==> config.mk <==
export PLATFORM = sky130hd
export DESIGN_NAME = system_tick_timer
export DESIGN_NICKNAME = d
export VERILOG_FILES = /design/src/hw/tick_pkg.sv /design/src/hw/system_tick_timer.sv /design/src/hw/tick_counter.sv
export SDC_FILE = /design/constraint.sdc
export NUM_CORES = 1
export LEC_CHECK = 0
export BUFFER_PORTS_ARGS = -buffer_cell sky130_fd_sc_hd__clkbuf_2
export CORE_MARGIN = 4
export CORE_UTILIZATION = 40
export DETAILED_ROUTE_END_ITERATION = 16
export PLACE_DENSITY = 0.67
export SYNTH_ARGS = -nofsm -noshare
export SYNTH_HDL_FRONTEND = slang
export SYNTH_SLANG_ARGS = --single-unit
==> constraint.sdc <==
create_clock -name i_ref_clk -period 4.9 [get_ports i_ref_clk]
set_input_delay 0.245 -clock i_ref_clk [delete_from_list [all_inputs] [get_ports i_ref_clk]]
set_output_delay 0.245 -clock i_ref_clk [all_outputs]
set_load 0.1 [all_outputs]
==> src/hw/tick_pkg.sv <==
// Constants, field layouts and carrier types of the system tick timer value registers
//
// Summary of operation
// - Present-count reads return the live 24-bit count; bits 31 to 24 read zero.
// - Any present-count write forces the count to zero and clears the reached-zero flag.
// - Calibration bit 31 is one when no reference clock is supplied, else zero.
// - Without a reference clock the clock select bit reads one and ignores writes.
// - Calibration bit 30 flags an inexact ten-ms value; bits 29 to 24 read zero.
// - Calibration bits 23 to 0 hold the ten-ms start value; zero means unknown.
// - The counter only advances while the processor clock runs; a clock stop halts it.
// - Start value and present count need no defined value after reset.
// - When enabled the counter loads, decrements, flags zero, requests exception, reloads.
// - Control bit 16 reads one if zero was reached since last read; reading clears it.
// - Control bit 2 selects the counting clock: zero reference, one processor clock.
// - While the debugger halts the processor the counter holds its value.
package tick_pkg;

  // ******************************************************************
  // Bus geometry and register offsets
  // ******************************************************************
  localparam int        ADDR_W            = 8;
  localparam int        DATA_W            = 32;
  localparam int        COUNT_W           = 24;
  localparam logic [7:0] CONTROL_STATUS_OFS = 8'h10;
  localparam logic [7:0] START_VALUE_OFS    = 8'h14;
  localparam logic [7:0] PRESENT_COUNT_OFS  = 8'h18;
  localparam logic [7:0] CALIBRATION_OFS    = 8'h1c;
  localparam logic [7:0] IRQ_STATUS_OFS     = 8'h20;
  localparam logic [7:0] IRQ_MASK_OFS       = 8'h24;

  // ******************************************************************
  // Field positions
  // ******************************************************************
  localparam int CS_ENABLE_BIT   = 0;
  localparam int CS_TICK_EXC_BIT = 1;
  localparam int CS_CLKSEL_BIT   = 2;
  localparam int CS_FLAG_BIT     = 16;
  localparam int CAL_NO_REF_BIT  = 31;
  localparam int CAL_SKEW_BIT    = 30;
  localparam int IRQ_ZERO_BIT    = 0;
  localparam int IRQ_W           = 1;

  // ******************************************************************
  // Reset values
  // ******************************************************************
  localparam logic [2:0]         CONTROL_RESET = 3'h4;
  localparam logic [COUNT_W-1:0] COUNT_RESET   = 24'h000000;
  localparam logic [IRQ_W-1:0]   IRQ_RESET     = 1'h0;
  localparam logic [DATA_W-1:0]  RDATA_RESET   = 32'h00000000;

  // ******************************************************************
  // Timing: ten-millisecond start value at the processor clock rate
  // ******************************************************************
  localparam longint             TEN_MS_NS          = 10_000_000;
  localparam longint             CLK_PERIOD_NS      = 10;
  localparam longint             TEN_MS_CYCLES      = TEN_MS_NS / CLK_PERIOD_NS;
  localparam logic [COUNT_W-1:0] TEN_MS_START_VALUE = COUNT_W'(TEN_MS_CYCLES - 1);

  // ******************************************************************
  // Carrier types
  // ******************************************************************
  typedef struct packed {
    logic count_clock_select;
    logic tick_exception_enable;
    logic enable;
  } tick_ctrl_type;

  typedef struct packed {
    logic [ADDR_W-1:0] addr;
    logic [DATA_W-1:0] wdata;
    logic              wr;
    logic              rd;
  } reg_req_type;

endpackage : tick_pkg

==> src/hw/system_tick_timer.sv <==
// System tick timer: register slave, clock selection, calibration word and interrupt
`timescale 1ns/100ps
module system_tick_timer
  import tick_pkg::*;
#(
  parameter logic                        NO_REF_CLOCK = 1'b0,
  parameter logic                        CAL_SKEW     = 1'b0,
  parameter logic [tick_pkg::COUNT_W-1:0] TEN_MS_VALUE = tick_pkg::TEN_MS_START_VALUE
) (
  input  wire logic                       i_ref_clk,
  input  wire logic                       i_sys_rst,
  input  wire tick_pkg::reg_req_type      i_bus,
  input  wire logic                       i_ext_ref_clock,
  input  wire logic                       i_debug_halt,
  input  wire logic                       i_clock_stopped,
  output logic [tick_pkg::DATA_W-1:0]     o_rdata,
  output logic                            o_irq,
  output logic                            o_tick_request
);

  // ******************************************************************
  // Address decode
  // ******************************************************************
  wire hit_ctrl  = (i_bus.addr == CONTROL_STATUS_OFS);
  wire hit_start = (i_bus.addr == START_VALUE_OFS);
  wire hit_count = (i_bus.addr == PRESENT_COUNT_OFS);
  wire hit_cal   = (i_bus.addr == CALIBRATION_OFS);
  wire hit_ists  = (i_bus.addr == IRQ_STATUS_OFS);
  wire hit_imask = (i_bus.addr == IRQ_MASK_OFS);

  wire wr_ctrl   = i_bus.wr && hit_ctrl;
  wire wr_start  = i_bus.wr && hit_start;
  wire wr_count  = i_bus.wr && hit_count;
  wire wr_ists   = i_bus.wr && hit_ists;
  wire wr_imask  = i_bus.wr && hit_imask;
  wire rd_ctrl   = i_bus.rd && hit_ctrl;

  // ******************************************************************
  // State
  // ******************************************************************
  tick_ctrl_type             ctrl_q;
  tick_ctrl_type             ctrl_d;
  logic                      flag_q;
  logic                      flag_d;
  logic [COUNT_W-1:0]        start_q;
  logic [IRQ_W-1:0]          irq_status_q;
  logic [IRQ_W-1:0]          irq_status_d;
  logic [IRQ_W-1:0]          irq_mask_q;
  logic [DATA_W-1:0]         rdata_q;
  logic [DATA_W-1:0]         rdata_d;
  logic                      irq_q;
  logic                      tick_req_q;
  logic                      ref_meta_q;
  logic                      ref_sync_q;
  logic                      ref_prev_q;
  logic [COUNT_W-1:0]        count;
  logic                      reached_zero;

  // ******************************************************************
  // Reference clock synchroniser and edge detector
  // ******************************************************************
  // Two flops first; only the second one feeds the edge detector
  // Reset level is low like the idle pin, so no false edge follows reset
  always_ff @(posedge i_ref_clk or posedge i_sys_rst) begin
    if (i_sys_rst) begin
      ref_meta_q <= 1'b0;
      ref_sync_q <= 1'b0;
      ref_prev_q <= 1'b0;
    end else begin
      ref_meta_q <= i_ext_ref_clock;
      ref_sync_q <= ref_meta_q;
      ref_prev_q <= ref_sync_q;
    end
  end

  wire ref_edge = ref_sync_q && !ref_prev_q;

  // ******************************************************************
  // Count enable
  // ******************************************************************
  // Source select, then halts from the debugger and the stopped clock
  wire src_tick = ctrl_q.count_clock_select ? 1'b1 : ref_edge;
  wire step     = ctrl_q.enable && src_tick && !i_debug_halt && !i_clock_stopped;

  tick_counter #(
    .WIDTH          (COUNT_W)
  ) tick_counter_inst (
    .i_ref_clk      (i_ref_clk),
    .i_sys_rst      (i_sys_rst),
    .i_step         (step),
    .i_clear        (wr_count),
    .i_start_value  (start_q),
    .o_count        (count),
    .o_reached_zero (reached_zero)
  );

  // ******************************************************************
  // Control and flag next values
  // ******************************************************************
  // Clock select is forced to one without a reference clock
  assign ctrl_d.enable                = wr_ctrl ? i_bus.wdata[CS_ENABLE_BIT]  : ctrl_q.enable;
  assign ctrl_d.tick_exception_enable = wr_ctrl ? i_bus.wdata[CS_TICK_EXC_BIT] : ctrl_q.tick_exception_enable;
  assign ctrl_d.count_clock_select    = NO_REF_CLOCK ? 1'b1 :
                                        wr_ctrl ? i_bus.wdata[CS_CLKSEL_BIT] : ctrl_q.count_clock_select;

  // Reaching zero sets the flag and wins over a read clearing it; a count write blocks the zero event
  assign flag_d = reached_zero ? 1'b1 :
                  (rd_ctrl || wr_count) ? 1'b0 : flag_q;

  // Sticky status, write one to clear, a new event wins
  assign irq_status_d = (irq_status_q & ~(wr_ists ? i_bus.wdata[IRQ_W-1:0] : {IRQ_W{1'b0}}))
                        | (reached_zero ? IRQ_W'(1) << IRQ_ZERO_BIT : {IRQ_W{1'b0}});

  // ******************************************************************
  // Read data
  // ******************************************************************
  wire [DATA_W-1:0] ctrl_word  = {15'h0000, flag_q, 13'h0000, ctrl_q.count_clock_select,
                                  ctrl_q.tick_exception_enable, ctrl_q.enable};
  wire [DATA_W-1:0] start_word = {8'h00, start_q};
  wire [DATA_W-1:0] count_word = {8'h00, count};
  wire [DATA_W-1:0] cal_word   = {NO_REF_CLOCK, CAL_SKEW, 6'h00, TEN_MS_VALUE};
  wire [DATA_W-1:0] ists_word  = {{(DATA_W-IRQ_W){1'b0}}, irq_status_q};
  wire [DATA_W-1:0] imask_word = {{(DATA_W-IRQ_W){1'b0}}, irq_mask_q};

  // Unmapped addresses read zero
  assign rdata_d = !i_bus.rd ? RDATA_RESET :
                   hit_ctrl  ? ctrl_word  :
                   hit_start ? start_word :
                   hit_count ? count_word :
                   hit_cal   ? cal_word   :
                   hit_ists  ? ists_word  :
                   hit_imask ? imask_word : RDATA_RESET;

  // ******************************************************************
  // Registers
  // ******************************************************************
  // Control, flag, interrupt state and read port
  always_ff @(posedge i_ref_clk or posedge i_sys_rst) begin
    if (i_sys_rst) begin
      ctrl_q       <= tick_ctrl_type'(CONTROL_RESET);
      flag_q       <= 1'b0;
      irq_status_q <= IRQ_RESET;
      irq_mask_q   <= IRQ_RESET;
      rdata_q      <= RDATA_RESET;
      irq_q        <= 1'b0;
      tick_req_q   <= 1'b0;
    end else begin
      ctrl_q       <= ctrl_d;
      flag_q       <= flag_d;
      irq_status_q <= irq_status_d;
      irq_mask_q   <= wr_imask ? i_bus.wdata[IRQ_W-1:0] : irq_mask_q;
      rdata_q      <= rdata_d;
      irq_q        <= |(irq_status_d & irq_mask_q);
      tick_req_q   <= reached_zero && ctrl_q.tick_exception_enable;
    end
  end

  // Start value; reset value chosen only for a clean simulation
  always_ff @(posedge i_ref_clk or posedge i_sys_rst) begin
    if (i_sys_rst) begin
      start_q <= COUNT_RESET;
    end else if (wr_start) begin
      start_q <= i_bus.wdata[COUNT_W-1:0];
    end
  end

  assign o_rdata        = rdata_q;
  assign o_irq          = irq_q;
  assign o_tick_request = tick_req_q;

  // ******************************************************************
  // Assertions
  // ******************************************************************
  property p_count_read;
    @(posedge i_ref_clk) disable iff (i_sys_rst)
      (i_bus.rd && hit_count) |=> (o_rdata == {8'h00, $past(count)});
  endproperty
  a_count_read: assert property (p_count_read) else $error("present count read wrong");

  property p_count_write_clears;
    @(posedge i_ref_clk) disable iff (i_sys_rst)
      wr_count |=> (count == '0) && !flag_q;
  endproperty
  a_count_write_clears: assert property (p_count_write_clears) else $error("count write did not clear");

  property p_cal_no_reference_clock;
    @(posedge i_ref_clk) disable iff (i_sys_rst)
      (i_bus.rd && hit_cal) |=> (o_rdata[CAL_NO_REF_BIT] == NO_REF_CLOCK);
  endproperty
  a_cal_no_reference_clock: assert property (p_cal_no_reference_clock) else $error("reference clock bit wrong");

  property p_clksel_forced;
    @(posedge i_ref_clk) disable iff (i_sys_rst)
      NO_REF_CLOCK && rd_ctrl |=> o_rdata[CS_CLKSEL_BIT];
  endproperty
  a_clksel_forced: assert property (p_clksel_forced) else $error("clock select not read as one");

  property p_cal_skew;
    @(posedge i_ref_clk) disable iff (i_sys_rst)
      (i_bus.rd && hit_cal) |=> (o_rdata[CAL_SKEW_BIT] == CAL_SKEW) && (o_rdata[29:24] == 6'h00);
  endproperty
  a_cal_skew: assert property (p_cal_skew) else $error("skew or reserved bits wrong");

  property p_cal_value;
    @(posedge i_ref_clk) disable iff (i_sys_rst)
      (i_bus.rd && hit_cal) |=> (o_rdata[COUNT_W-1:0] == TEN_MS_VALUE);
  endproperty
  a_cal_value: assert property (p_cal_value) else $error("ten-ms value wrong");

  property p_stop_holds;
    @(posedge i_ref_clk) disable iff (i_sys_rst)
      (i_clock_stopped && !wr_count) [*2] |=> $stable(count);
  endproperty
  a_stop_holds: assert property (p_stop_holds) else $error("count moved while clock stopped");

  property p_debug_holds;
    @(posedge i_ref_clk) disable iff (i_sys_rst)
      (i_debug_halt && !wr_count) |=> (count == $past(count));
  endproperty
  a_debug_holds: assert property (p_debug_holds) else $error("count moved in debug halt");

  property p_reload;
    @(posedge i_ref_clk) disable iff (i_sys_rst)
      (step && !wr_count && count == '0) |=> (count == $past(start_q));
  endproperty
  a_reload: assert property (p_reload) else $error("no reload at zero");

  property p_zero_flags;
    @(posedge i_ref_clk) disable iff (i_sys_rst)
      reached_zero |=> flag_q && irq_status_q[IRQ_ZERO_BIT] && (o_tick_request == $past(ctrl_q.tick_exception_enable));
  endproperty
  a_zero_flags: assert property (p_zero_flags) else $error("zero event not recorded");

  property p_flag_read_clears;
    @(posedge i_ref_clk) disable iff (i_sys_rst)
      (rd_ctrl && flag_q && !reached_zero) |=> o_rdata[CS_FLAG_BIT] && !flag_q;
  endproperty
  a_flag_read_clears: assert property (p_flag_read_clears) else $error("flag read did not clear");

  property p_ref_select;
    @(posedge i_ref_clk) disable iff (i_sys_rst)
      (!ctrl_q.count_clock_select && !ref_edge && !wr_count) |=> $stable(count);
  endproperty
  a_ref_select: assert property (p_ref_select) else $error("count moved without reference edge");

  // ******************************************************************
  // Assertions: counting and flags
  // ******************************************************************
  property p_decrement;
    @(posedge i_ref_clk) disable iff (i_sys_rst)
      (step && !wr_count && count != '0) |=> (count == $past(count) - COUNT_W'(1));
  endproperty
  a_decrement: assert property (p_decrement) else $error("count did not decrement");

  property p_clock_advances;
    @(posedge i_ref_clk) disable iff (i_sys_rst)
      (ctrl_q.enable && ctrl_q.count_clock_select && !i_debug_halt && !i_clock_stopped && !wr_count
       && (count != '0 || start_q != '0)) |=> (count != $past(count));
  endproperty
  a_clock_advances: assert property (p_clock_advances) else $error("count stuck on processor clock");

  property p_flag_holds;
    @(posedge i_ref_clk) disable iff (i_sys_rst)
      (!reached_zero && !rd_ctrl && !wr_count) |=> $stable(flag_q);
  endproperty
  a_flag_holds: assert property (p_flag_holds) else $error("flag changed without cause");

  property p_start_write;
    @(posedge i_ref_clk) disable iff (i_sys_rst)
      wr_start |=> (start_q == $past(i_bus.wdata[COUNT_W-1:0]));
  endproperty
  a_start_write: assert property (p_start_write) else $error("start value not stored");

  // ******************************************************************
  // Assertions: interrupt and read port
  // ******************************************************************
  property p_irq_raise;
    @(posedge i_ref_clk) disable iff (i_sys_rst)
      (|(irq_status_q & irq_mask_q) && !wr_ists && !wr_imask) |=> o_irq;
  endproperty
  a_irq_raise: assert property (p_irq_raise) else $error("interrupt not raised");

  property p_irq_quiet;
    @(posedge i_ref_clk) disable iff (i_sys_rst)
      (((irq_status_q & irq_mask_q) == '0) && !reached_zero) |=> !o_irq;
  endproperty
  a_irq_quiet: assert property (p_irq_quiet) else $error("interrupt without unmasked status");

  property p_tick_quiet;
    @(posedge i_ref_clk) disable iff (i_sys_rst)
      !reached_zero |=> !o_tick_request;
  endproperty
  a_tick_quiet: assert property (p_tick_quiet) else $error("tick request without zero event");

  property p_tick_gated;
    @(posedge i_ref_clk) disable iff (i_sys_rst)
      (reached_zero && !ctrl_q.tick_exception_enable) |=> !o_tick_request;
  endproperty
  a_tick_gated: assert property (p_tick_gated) else $error("tick request while disabled");

  property p_rdata_idle;
    @(posedge i_ref_clk) disable iff (i_sys_rst)
      !i_bus.rd |=> (o_rdata == RDATA_RESET);
  endproperty
  a_rdata_idle: assert property (p_rdata_idle) else $error("read data without read strobe");

endmodule : system_tick_timer

==> src/hw/tick_counter.sv <==
// Down counter with reload for the system tick timer
`timescale 1ns/100ps
module tick_counter #(
  parameter int WIDTH = 24
) (
  input  wire logic             i_ref_clk,
  input  wire logic             i_sys_rst,
  input  wire logic             i_step,
  input  wire logic             i_clear,
  input  wire logic [WIDTH-1:0] i_start_value,
  output logic      [WIDTH-1:0] o_count,
  output logic                  o_reached_zero
);

  // ******************************************************************
  // Next count
  // ******************************************************************
  logic [WIDTH-1:0] count_q;
  logic [WIDTH-1:0] count_d;
  wire              at_zero = (count_q == '0);
  wire              at_one  = (count_q == WIDTH'(1));

  // Clear beats a step; zero reloads, anything else decrements
  assign count_d = i_clear ? '0 :
                   !i_step ? count_q :
                   at_zero ? i_start_value : count_q - WIDTH'(1);

  // Event fires when counting from one to zero
  assign o_reached_zero = i_step && !i_clear && at_one;

  // Count register; reset value chosen only for a clean simulation
  always_ff @(posedge i_ref_clk or posedge i_sys_rst) begin
    if (i_sys_rst) begin
      count_q <= '0;
    end else begin
      count_q <= count_d;
    end
  end

  assign o_count = count_q;

endmodule : tick_counter

# == After elaboration in Yosys (flattened, before gate mapping) ==
# Cells that the tools add are included.
# word_totals
output_inout_bits,34
in_bits,47
reg_bits,83
word_cells,62
# op_classes
add_sub_neg,1
mux,15
bitwise,4
n_eq_ne,7
reduce_logical,21
# op_table
cell,n
$mux W24,7
$eq A8 B5 Y1 const B,4
$eq A24 B1 Y1 const B,1
$logic_not A24 Y1,1
$sub A24 B1 Y24 const B,1
$mux W20,1
$eq A8 B6 Y1 const B,2
$logic_and A1 B1 Y1,13
$mux W1,7
$logic_not A1 Y1,4
$reduce_bool A2 Y1,2
$and A1 B1 Y1,2
$logic_or A1 B1 Y1,1
$not A1 Y1,1
$or A1 B1 Y1,1

# == Logic depth before layout (Yosys ltp) ==
# Gate-level depths: netlist of run 1.
# logic_depth
depth_word,11
ltp_mapped,8
ltp_nobuf,7

# == Cells and area by module ==
# From an unflattened synthesis of run 1, not the netlist that was laid out.
# unflattened
cells_unflattened,404
area_unflattened_um2,4297.9
# modules_own_cells
module,area_each_um2,n_inst,cells_each,seq_area_each_um2
system_tick_timer,2549.9,1,199,1477.7
tick_counter,1747.9,1,205,600.6

# == Worst setup path after synthesis of run 1 ==
# OpenSTA, ideal clock, no wires.
# synth_timing
path_kind,reg2reg
startpoint,reg tick_counter_inst.count_q[12] (netlist: tick_counter_inst.o_count[12])
endpoint,reg tick_counter_inst.count_q[20] (netlist: tick_counter_inst.o_count[20])
setup_time_ps,132
path_slack_ps,2542
synth_period_minus_slack_ps,2358
n_path_buf,1
stages_incl_launch_ff,7
t_required_ps,4768
arrival_time_ps,2226
path_cell_list,dfrtp_1 > buf_6 > or4_4 > or4_4 > or3_4 > o41ai_2 > a21oi_1
# synth_between
elab_chain_cells,4
word_cells_on_any_way,5
classes_between,add/sub: 1; mux: 3; reduce/logical: 1
# synth_lines
item,line,text
"start, declared",tick_counter.sv:18,logic [WIDTH-1:0] count_q;
"start signal, assigned",tick_counter.sv:36,count_q <= count_d;
$sub A24 B1 Y24 or $logic_not A24 Y1 (tied branches),"tick_counter.sv:26, tick_counter.sv:20",
$mux W24 *,tick_counter.sv:26,at_zero ? i_start_value : count_q - WIDTH'(1);
$mux W24 *,tick_counter.sv:25,!i_step ? count_q :
$mux W24 *,tick_counter.sv:24,assign count_d = i_clear ? '0 :
# Mark *: on every way between the ends. The rest lies on a longest branch, timed or not. The select of a mux whose other input is x is not followed.
# A chain may end at the register's enable or synchronous reset.

# == Worst setup path in the final report of run 1 ==
# layout_timing
startpoint,reg tick_counter_inst.count_q[0] (netlist: tick_counter_inst.o_count[0])
endpoint,reg tick_counter_inst.count_q[16] (netlist: tick_counter_inst.o_count[16])
# Same word-level chain as after synthesis.

==> summary.md, run 1 <==
| Metric | Value |
|---|---|
| Outcome | finished, final reports clean |
| Peak Freq | between 0.3 and 0.4 GHz |
| H-tree depth | 3 |
| Largest family of logic cells by synthesized area | simple AND/OR/NAND/NOR gates |
| XOR/XNOR Fraction of Synth Area | 0 |
| # IOs | 81 |
| Top post-synthesis cells by count | dfrtp_1, nand2_1, nor2_1 |
| Post-Synthesis Cells | 411 |
| Synth Area in Compound Gates | 0.1702 |
| Final setup vio count | 0 |
| RSZ-0062 raised after global routing | false |
| CTS root buffer | clkbuf_8 |
| CP Data Required Time | 5130 ps |
| GRT overflow | 0 |
| Area grow syn2layout | 14.03% |
| Post-synth ARST share | 1.000 |
| Vias in the first global route | ~3400 |
| Post-CTS setup buffer count | 0 |
| Hold slack | around 91 ps |
| Yosys cell types | 58 |
| Main flop type after synthesis | dfrtp_1 |
| Max-cap viol count | 0 |
| Non-filler cells, final | approximately 600 |
| Reg-to-Reg Start | tick_counter_inst.o_count[0]$_DFFE_PP0P_ |
| Ratio of cells with drive above 1 in the final layout | 0.2473 |
| Initial core utilization | 0.4070 |
| Slew margin rel. | 0.1991 |
| Crit. Startpoint | tick_counter_inst.o_count[0]$_DFFE_PP0P_ |
| Max IR drop VDD | 0.1534 mV |
| Clock sink count | 83 |
| Pwr dens | roughly 300 mW/mm² |
| TritonCTS buffer count | 9 |
| CTS tree | built |
| Gates resized, CTS repair | 0 |
| N_diodes | 0 |
| Ys Warns | 0 |
| Largest area contributor in the netlist | dfrtp_1 |
| Proportion of power drawn by the clock network | 0.356 |
| Clk Latency, worst-skew pair | ~360 ps |
| Area share of the largest cell type after synthesis | 0.4906 |
| Slew Limit Fails | 0 |
| WS Path Type | register to register |
| Synthesized area per cell | between 10 and 15 µm² |
| Crit start category | register |
| Slew @ Worst Pin | 1199 ps |
| Register share of total power | 0.525 |
| Seq cells post-synth | just over 80 |
| CP arrival | a little over 3000 ps |
| Die area | between 0.01 and 0.015 mm² |
| Post-route antenna net violation count | 0 |
| Final period demand of the worst path | ~2900 ps |
| Clock Skew | about 11 ps |
| Worst path bufs/invs | 1 |
| Via density | about 5.7 |
| Die width | between 100 and 150 µm |
| Area contributors post-synth | dfrtp_1, mux2_2, a21oi_1 |
| Int Power | approximately 1 mW |
| Leak | 2.234 nW |
| Mux cell area share after synthesis | 0.09064 |
| Synth Cell Area | between 0.004 and 0.005 mm² |
| DPL Wire Length | roughly 7100 µm |
| WL per Instance | roughly 18 µm |
| Hold path startpoint | i_bus[20] |
| Chip Height | 110.3 µm |
| Synth Area in Simple Gates | 0.1831 |
| Post-Synth Adder-Cell Area | 0.008974 |
| # rows | 37 |
| DRT Wirelength | between 10000 and 15000 µm |
| GRT Util Overall | 0.1835 |
| CP peak stage delay | between 700 and 800 ps |
| CP Capture Type | register |
| # DRC | 0 |
| Switching pwr | approximately 0.37 mW |
| Crit path max-delay family | simple AND/OR/NAND/NOR gates |
| Clock transition at path regs | 80 ps |
| CP max-delay cell | nor3b_1 |
| Placed cell count | 589 |
| Max Buffers Root-to-Sink | 2 |
| Port bufs | 64 |
| Combinational Power Share | 0.119 |
| # nets final | roughly 500 |
| Core Region | between 0.01 and 0.015 mm² |
| Crit-path max FO | 8 |
| Switching fraction of total power | 0.2668 |
| Post-synthesis sequential area ratio | 0.4969 |
| Setup TNS | 0 ps |
| Initial antenna violation count | 0 |
| Final Hold Vio Count | 0 |
| Min-delay worst type | input port to register |
| First-iteration detailed-routing DRC count | roughly 250 |
| EDFF count, synth | 0 |
| Final worst-path cycle share | 0.5863 |
| Count leader, synth | dfrtp_1 |
| DRT Pass-1 Iters | 4 |
| GP Congestion | roughly 0.85 |
| Vias | approximately 3500 |
| First-pass GRT wire length | around 17000 µm |
| Pin count of the biggest net entering global routing | between 80 and 90 |
| Worst path cell trace | inv_1 > ha_1 > nor3b_1 > nand4_1 > or4_2 > o311ai_1 > a21oi_1 |
[state kept, by name, summed over array words and instances (netlist names)]
| name | flops |
|---|---|
| ctrl_q | 3 |
| flag_q | 1 |
| irq_mask_q | 1 |
| irq_status_q | 1 |
| o_irq | 1 |
| o_rdata | 24 |
| o_tick_request | 1 |
| ref_meta_q | 1 |
| ref_prev_q | 1 |
| ref_sync_q | 1 |
| start_q | 24 |
| tick_counter_inst.o_count | 24 |
[worst paths after layout]
kind	to	cells after the start	slack, ps
setup / recovery	tick_counter_inst.o_count[16]$_DFFE_PP0P_	7	2030
hold / removal	start_q[18]$_DFFE_PP0P_	2	90
setup reg to reg	tick_counter_inst.o_count[16]$_DFFE_PP0P_	7	2030
hold reg to reg	ref_sync_q$_DFF_PP0_	0	360
max in group asynchronous	start_q[23]$_DFFE_PP0P_	3	4050
min in group asynchronous	start_q[13]$_DFFE_PP0P_	3	180
[final cells by class]
class / instances / area [µm²]
fillers: 989 / 5508
multi-input cells: 291 / 1924
clock inverters: 2 / 35.03
clock buffers: 13 / 158.9
well taps: 136 / 170.2
inverters: 11 / 42.54
repair buffers: 69 / 360.3
flip-flops and latches: 83 / 2078
[placed cells by master (no fill, tap or decap), types with 7 or more instances in the layout]
cell,n
a21oi_1,26
a22oi_1,13
clkbuf_2,64
clkbuf_8,11
conb_1,8
dfrtp_1,82
inv_1,10
mux2_1,11
mux2_2,20
nand2_1,34
nor2_1,28
nor3_1,10
nor4_1,9
o21ai_0,13
o21ai_1,13
o311ai_1,7
[stage by stage]
stage / instance area, µm² / utilization / setup WS [ps] / power, mW
floorplan: 4209 / - / 2520 / 0.8609
global placement: 4566 / 0.4442 / 2055 / 0.9032
CTS: 4770 / 0.4641 / 2105 / 1.404
global route: 4770 / 0.4641 / 1909 / 1.457
finish: 4770 / 0.4641 / 2027 / 1.391
detailed placement: 4566 / 0.4442 / 2001 / 0.9082
[routing by layer]
layer | track usage | vias up | share of wire
li1 | - | 1616 | -
met1 | 0.2527 | 1710 | 0.45
met2 | 0.2877 | 116 | 0.48
met3 | 0.04310 | 10 | 0.057
met4 | 0.05717 | 0 | 0.012
met5 | 0 | - | 0
[cells by family after synthesis]
| group | Yosys count |
|---|---|
| AOI/OAI and AO/OA | 109 |
| adders and majority gates | 3 |
| buffers and inverters | 44 |
| DFF | 83 |
| muxes | 34 |
| other | 1 |
| and+or+nand+nor | 137 |
[power groups by stage]
stage / sequential [mW] / clock [mW] / combinational (mW)
2_1_floorplan: 0.736 / 0 / 0.125
3_3_place_gp: 0.742 / 0 / 0.161
3_5_place_dp: 0.743 / 0 / 0.165
4_1_cts: 0.729 / 0.509 / 0.166
5_1_grt: 0.734 / 0.542 / 0.182
6_report: 0.730 / 0.495 / 0.166
[timing repair]
action                                 in CTS  in global routing
setup endpoints to repair                   0                  0
hold buffers                                1                  0
endpoints found under the hold margin       1                  0
Power figures use the tool's default switching activity.
==> inputs of run 2 (changes only) <==
--- a/config.mk
+++ b/config.mk
@@ -9,7 +9,7 @@
 export CORE_MARGIN = 4
 export CORE_UTILIZATION = 40
 export DETAILED_ROUTE_END_ITERATION = 16
-export PLACE_DENSITY = 0.67
+export PLACE_DENSITY = 0.69
 export SYNTH_ARGS = -nofsm -noshare
 export SYNTH_HDL_FRONTEND = slang
 export SYNTH_SLANG_ARGS = --single-unit
==> constraint.sdc (replaced) <==
create_clock -name i_ref_clk -period 2.35 [get_ports i_ref_clk]
set_input_delay 0.1175 -clock i_ref_clk [delete_from_list [all_inputs] [get_ports i_ref_clk]]
set_output_delay 0.1175 -clock i_ref_clk [all_outputs]
set_load 0.1 [all_outputs]
==> summary.md, run 2 (same netlist as run 1, synthesis figures left out) <==
| Metric | Value |
|---|---|
| Outcome | finished, final reports clean |
| Area grow syn2layout | 29.11% |
| Hold path depth | 2 |
| Worst Hold Path EP | irq_mask_q$_DFFE_PP0P_ |
| Min-delay worst type | input port to register |
| Vias | 3626 |
| Most frequent cells in the layout | dfrtp_1, clkbuf_2, buf_4, nand2_1, nor2_1 |
| First-pass GRT wire length | about 18000 µm |
| Initial core utilization | 0.4070 |
| Setup TNS | 0 ps |
| Commonest non-fill, non-tap cell in the layout | dfrtp_1 |
| DPL Wire Length | between 7000 and 8000 µm |
| Post-route antenna net violation count | 0 |
| Chip Height | between 100 and 150 µm |
| # IOs | 81 |
| CTS root buffer | clkbuf_8 |
| CTS tree | built |
| Final period demand of the worst path | ~2300 ps |
| DRT Pass-1 Iters | 5 |
| Crit Reg-Reg Endpoint | tick_counter_inst.o_count[19]$_DFFE_PP0P_ |
| Die width | about 110 µm |
| Final setup vio count | 0 |
| Die area | 0.01216 mm² |
| Max Buffers Root-to-Sink | 2 |
| Slew Limit Fails | 0 |
| CP max-delay cell | or4_4 |
| RSZ-0062 raised after global routing | true |
| GRT Util Overall | 0.1913 |
| Pwr dens | 613.6 mW/mm² |
| Crit start category | register |
| Reg-to-Reg Start | tick_counter_inst.o_count[13]$_DFFE_PP0P_ |
| Clock sink count | between 80 and 90 |
| Reg2reg path depth | 5 |
| TritonCTS buffer count | 9 |
| Max IR drop VDD | 0.2718 mV |
| GP Congestion | ~0.9 |
| WS Path Type | register to register |
| Worst path cell trace | or4_4 > or4_4 > or3_4 > o311ai_2 > o21ai_1 |
| Final Hold Vio Count | 0 |
| Crit-path max FO | 6 |
| Cell mode on critical path | or4_4 |
| First-iteration detailed-routing DRC count | between 150 and 200 |
| Via density | ~5.5 |
| Vias in the first global route | ~3600 |
| Ratio of cells with drive above 1 in the final layout | 0.3087 |
| CP Data Required Time | 2580 ps |
| N_diodes | 0 |
| Hold path startpoint | i_bus[2] |
| Pin count of the biggest net entering global routing | between 40 and 50 |
| Peak Freq | 0.4383 GHz |
| Leak | about 2.5 nW |
| Clock Skew | approximately 15 ps |
| Worst path bufs/invs | 0 |
| GRT overflow | 0 |
| Non-filler cells, final | about 660 |
| Final worst-path cycle share | 0.9709 |
| Slew @ Worst Pin | approximately 720 ps |
| Slew margin rel. | 0.5205 |
| Crit path max-delay family | simple AND/OR/NAND/NOR gates |
| WL per Instance | between 15 and 20 µm |
| # nets final | 573 |
| # DRC | 0 |
| Core Region | roughly 0.01 mm² |
| CP peak stage delay | 550 ps |
| Clock transition at path regs | roughly 90 ps |
| CP Capture Type | register |
| Port bufs | 64 |
| Placed cell count | a little over 600 |
| # rows | 37 |
| Flop2flop setup slack | 70 ps |
| Initial antenna violation count | 0 |
| Max-cap viol count | 0 |
| DRT Wirelength | 11160 µm |
| CP arrival | 2510 ps |
| H-tree depth | 3 |
| Clk Latency, worst-skew pair | between 300 and 400 ps |
## run 2: changes by cell type in the layout (fill, tap and decap cells not counted), moves of 2 or more
cell           previous run  this run
buf_4                     4        35
dlygate4sd3_1             1        25
bufinv_16                 1         4
clkbuf_1                  2         0
clkbuf_8                 11         9
clkinvlp_4                0         2
inv_1                    10         8
inv_2                     0         2
o311ai_1                  7         5
o311ai_2                  0         2
## run 2: where the power goes
| group | switching, mW | internal, mW | total (mW) |
|---|---|---|---|
| Combinational | 0.260 | 0.188 | 0.448 |
| Clock | 0.534 | 0.811 | 1.35 |
| Sequential | 0.0486 | 1.47 | 1.52 |
| Total | 0.843 | 2.47 | 3.31 |
## run 2: worst max path at each step
| stage | endpoint | from | depth (start not counted) |
|---|---|---|---|
| 3_3_place_gp | tick_counter_inst.o_count[20]$_DFFE_PP0P_ | tick_counter_inst.o_count[13]$_DFFE_PP0P_ | 5 |
| 4_1_cts | tick_counter_inst.o_count[1]$_DFFE_PP0P_ | tick_counter_inst.o_count[13]$_DFFE_PP0P_ | 7 |
| 3_5_place_dp | tick_counter_inst.o_count[1]$_DFFE_PP0P_ | tick_counter_inst.o_count[13]$_DFFE_PP0P_ | 7 |
| 2_1_floorplan | tick_counter_inst.o_count[20]$_DFFE_PP0P_ | tick_counter_inst.o_count[12]$_DFFE_PP0P_ | 6 |
| 5_1_grt | tick_counter_inst.o_count[19]$_DFFE_PP0P_ | tick_counter_inst.o_count[13]$_DFFE_PP0P_ | 5 |
| 6_report | tick_counter_inst.o_count[19]$_DFFE_PP0P_ | tick_counter_inst.o_count[13]$_DFFE_PP0P_ | 5 |
## run 2: per-stage QoR
| stage | cell area, µm² | util | setup slack [ps] | total power [mW] | hold slack (ps) |
|---|---|---|---|---|---|
| final | 5400 | 0.5254 | 68.49 | 3.313 | 32.45 |
| after global routing | 5400 | 0.5254 | -20.10 | 3.451 | 41.19 |
| after CTS | 5333 | 0.5189 | 17.25 | 3.321 | 23.26 |
| after detailed placement | 4818 | 0.4688 | 30.15 | 1.948 | 227.2 |
| after global placement | 4818 | 0.4688 | 85.20 | 1.937 | 226.6 |
| after floorplan | 4209 | - | 25.62 | 1.795 | 148.9 |
## run 2: repair_timing
action                                 4_1_cts  5_1_grt
buffers inserted                             0        1
setup endpoints to repair                    0       15
endpoints found under the hold margin       65        0
hold buffers                                25        0
resized for setup                            0       13
## run 2: area by class of cell
type	instances	area, µm²
clock inverter	7	140.1
tap	136	170.2
sequential	83	2078
multi-input combinational	291	1976
timing repair buffer	127	869.6
inverter	11	42.54
clock buffer	9	123.9
fill	961	4877
## run 2: routing by layer
metal / GRT usage / share of wire
met2: 0.3081 / 0.47
met3: 0.03960 / 0.060
met5: 0 / 0
met4: 0.06420 / 0.017
met1: 0.2577 / 0.45
## run 2: worst register-to-register path, stage by stage (launching register included)
cell and delay [ps]:
dfrtp_1 380, or4_4 550, or4_4 540, or3_4 390, o311ai_2 200, o21ai_1 100
==> inputs of run 3 (changes only) <==
--- a/config.mk
+++ b/config.mk
@@ -10,6 +10,7 @@
 export CORE_UTILIZATION = 40
 export DETAILED_ROUTE_END_ITERATION = 16
 export PLACE_DENSITY = 0.69
+export SETUP_SLACK_MARGIN = 0.1
 export SYNTH_ARGS = -nofsm -noshare
 export SYNTH_HDL_FRONTEND = slang
 export SYNTH_SLANG_ARGS = --single-unit
==> summary.md, run 3 (same netlist as run 1, synthesis figures left out) <==
| Metric | Value |
|---|---|
| Outcome | finished, final reports clean |
| Worst path cell trace | inv_2 > ha_4 > or4b_4 > nor4_4 > nand2_4 > mux2_4 > a32o_1 |
| Crit path max-delay family | simple AND/OR/NAND/NOR gates |
| Ratio of cells with drive above 1 in the final layout | 0.3216 |
| Max-cap viol count | 0 |
| CTS root buffer | clkbuf_8 |
| Slew margin rel. | 0.5921 |
| Crit-path max FO | 6 |
| Vias in the first global route | 3580 |
| CP Capture Type | register |
| WS Path Type | register to register |
| CTS tree | built |
| Max Buffers Root-to-Sink | 2 |
| First-pass GRT wire length | ~18000 µm |
| Setup TNS | 0 ps |
| Int Power | around 2.2 mW |
| Post-route antenna net violation count | 0 |
| Core Region | slightly above 0.01 mm² |
| Clock Skew | 11.69 ps |
| Clock transition at path regs | ~80 ps |
| Pwr dens | roughly 560 mW/mm² |
| # IOs | 81 |
| Slew @ Worst Pin | 603.3 ps |
| GP Congestion | 0.9303 |
| H-tree depth | 3 |
| Switching pwr | between 0.8 and 0.9 mW |
| Final Hold Vio Count | 0 |
| Fillers | just under 1000 |
| GRT Util Overall | 0.1959 |
| Area grow syn2layout | 29.94% |
| Combinational Power Share | 0.164 |
| Chip Height | ~110 µm |
| Power Total | approximately 3.1 mW |
| Initial antenna violation count | 0 |
| Slew Limit Fails | 0 |
| Leak | around 2.6 nW |
| Crit start category | register |
| Clock sink count | 83 |
| CP max-delay cell | or4b_4 |
| Met1 wire length | 5109 µm |
| WL per Instance | 16.82 µm |
| DRT Wirelength | roughly 11000 µm |
| Via density | ~5.5 |
| Max IR drop VDD | approximately 0.28 mV |
| DPL Wire Length | just under 8000 µm |
| Register share of total power | 0.497 |
| Register Area | between 0.002 and 0.0025 mm² |
| N_diodes | 0 |
| Initial core utilization | 0.4070 |
| RSZ-0062 raised after global routing | true |
| TritonCTS buffer count | 9 |
| Pin count of the biggest net entering global routing | 84 |
| Port bufs | 64 |
| Most frequent cells in the layout | dfrtp_1, clkbuf_2, buf_4, nand2_1, nor2_1 |
| Vias | between 3000 and 4000 |
| Die area | about 0.012 mm² |
| Uppermost layer routed | met4 |
| Routed met3 length | 699 µm |
| Final period demand of the worst path | roughly 2300 ps |
| Final setup vio count | 0 |
| CP peak stage delay | ~470 ps |
| # DRC | 0 |
| Final worst-path cycle share | 0.9589 |
| First-iteration detailed-routing DRC count | roughly 240 |
| Worst path bufs/invs | 1 |
| Die width | ~110 µm |
| # rows | 37 |
| DRT Pass-1 Iters | 5 |
| Switching fraction of total power | 0.2771 |
| Multi-input logic area | approximately 0.002 mm² |
| Min-delay worst type | input port to register |
| Peak Freq | about 0.44 GHz |
| # nets final | 583 |
| Routed wl met2 | between 5000 and 6000 µm |
| GRT overflow | 0 |
| Commonest non-fill, non-tap cell in the layout | dfrtp_1 |
| CP Data Required Time | around 2600 ps |
| Clk Latency, worst-skew pair | 370 ps |
| Post-layout util | 0.5289 |
| Proportion of power drawn by the clock network | 0.339 |
| CP arrival | between 2000 and 3000 ps |
==> run 3: changes by cell type in the layout (fill, tap and decap cells not counted), sizes merged <==
cell and delta:
clkbuf +3, bufinv -3, buf +10, clkinvlp +1
clkinv -1
==> run 3: stage by stage <==
step / instances / setup WS [ps] / hold WS, ps / instance area [µm²]
2_1_floorplan: 418 / 67.02 / 148.9 / 4244
3_3_place_gp: 623 / 72.54 / 226.4 / 4867
3_5_place_dp: 623 / 54.53 / 228.0 / 4867
4_1_cts: 666 / 88.70 / 21.69 / 5336
5_1_grt: 674 / 13.98 / 38.74 / 5435
6_report: 674 / 96.66 / 34.54 / 5435
==> run 3: per-layer routing <==
layer	vias to the layer above	GRT usage
li1	1749	-
met1	1800	0.2775
met2	128	0.3011
met3	19	0.03436
met4	0	0.07212
met5	-	0
==> run 3: cell type report <==
| class | instances | share of cell area |
|---|---|---|
| Tap cell | 136 | 0.03131 |
| Inverter | 11 | 0.008287 |
| Timing Repair Buffer | 137 | 0.1750 |
| Multi-Input combinational cell | 291 | 0.3672 |
| Clock inverter | 4 | 0.009208 |
| Clock buffer | 12 | 0.02670 |
| Sequential cell | 83 | 0.3824 |
==> run 3: power groups by stage <==
stage	Sequential [mW]	Combinational [mW]	Clock (mW)
2_1_floorplan	1.54	0.276	0
4_1_cts	1.52	0.475	1.06
3_3_place_gp	1.54	0.418	0
6_report	1.52	0.501	1.03
3_5_place_dp	1.54	0.429	0
5_1_grt	1.52	0.541	1.12
==> run 3: final timing paths <==
check                                                              start  cells after the start                                        to  slack (ps)
worst min register to register                      ref_meta_q$_DFF_PP0_                      0                      ref_sync_q$_DFF_PP0_         350
worst max-delay path            tick_counter_inst.o_count[1]$_DFFE_PP0P_                      7  tick_counter_inst.o_count[2]$_DFFE_PP0P_         100
max in group asynchronous                                      i_sys_rst                      4                     ctrl_q[2]$_DFFE_PP1P_        1600
worst max register to register  tick_counter_inst.o_count[1]$_DFFE_PP0P_                      7  tick_counter_inst.o_count[2]$_DFFE_PP0P_         100
min in group asynchronous                                      i_sys_rst                      4                     o_rdata[16]$_DFF_PP0_         400
worst min-delay path                                            i_bus[2]                      2                    irq_mask_q$_DFFE_PP0P_          30
==> run 3: repair_timing <==
action | 4_1_cts | 5_1_grt
setup endpoints to repair | 8 | 21
resized for setup | 1 | 8
pin swaps | 2 | 3
setup buffers | 2 | 9
endpoints found under the hold margin | 106 | 0
hold buffers | 25 | 0
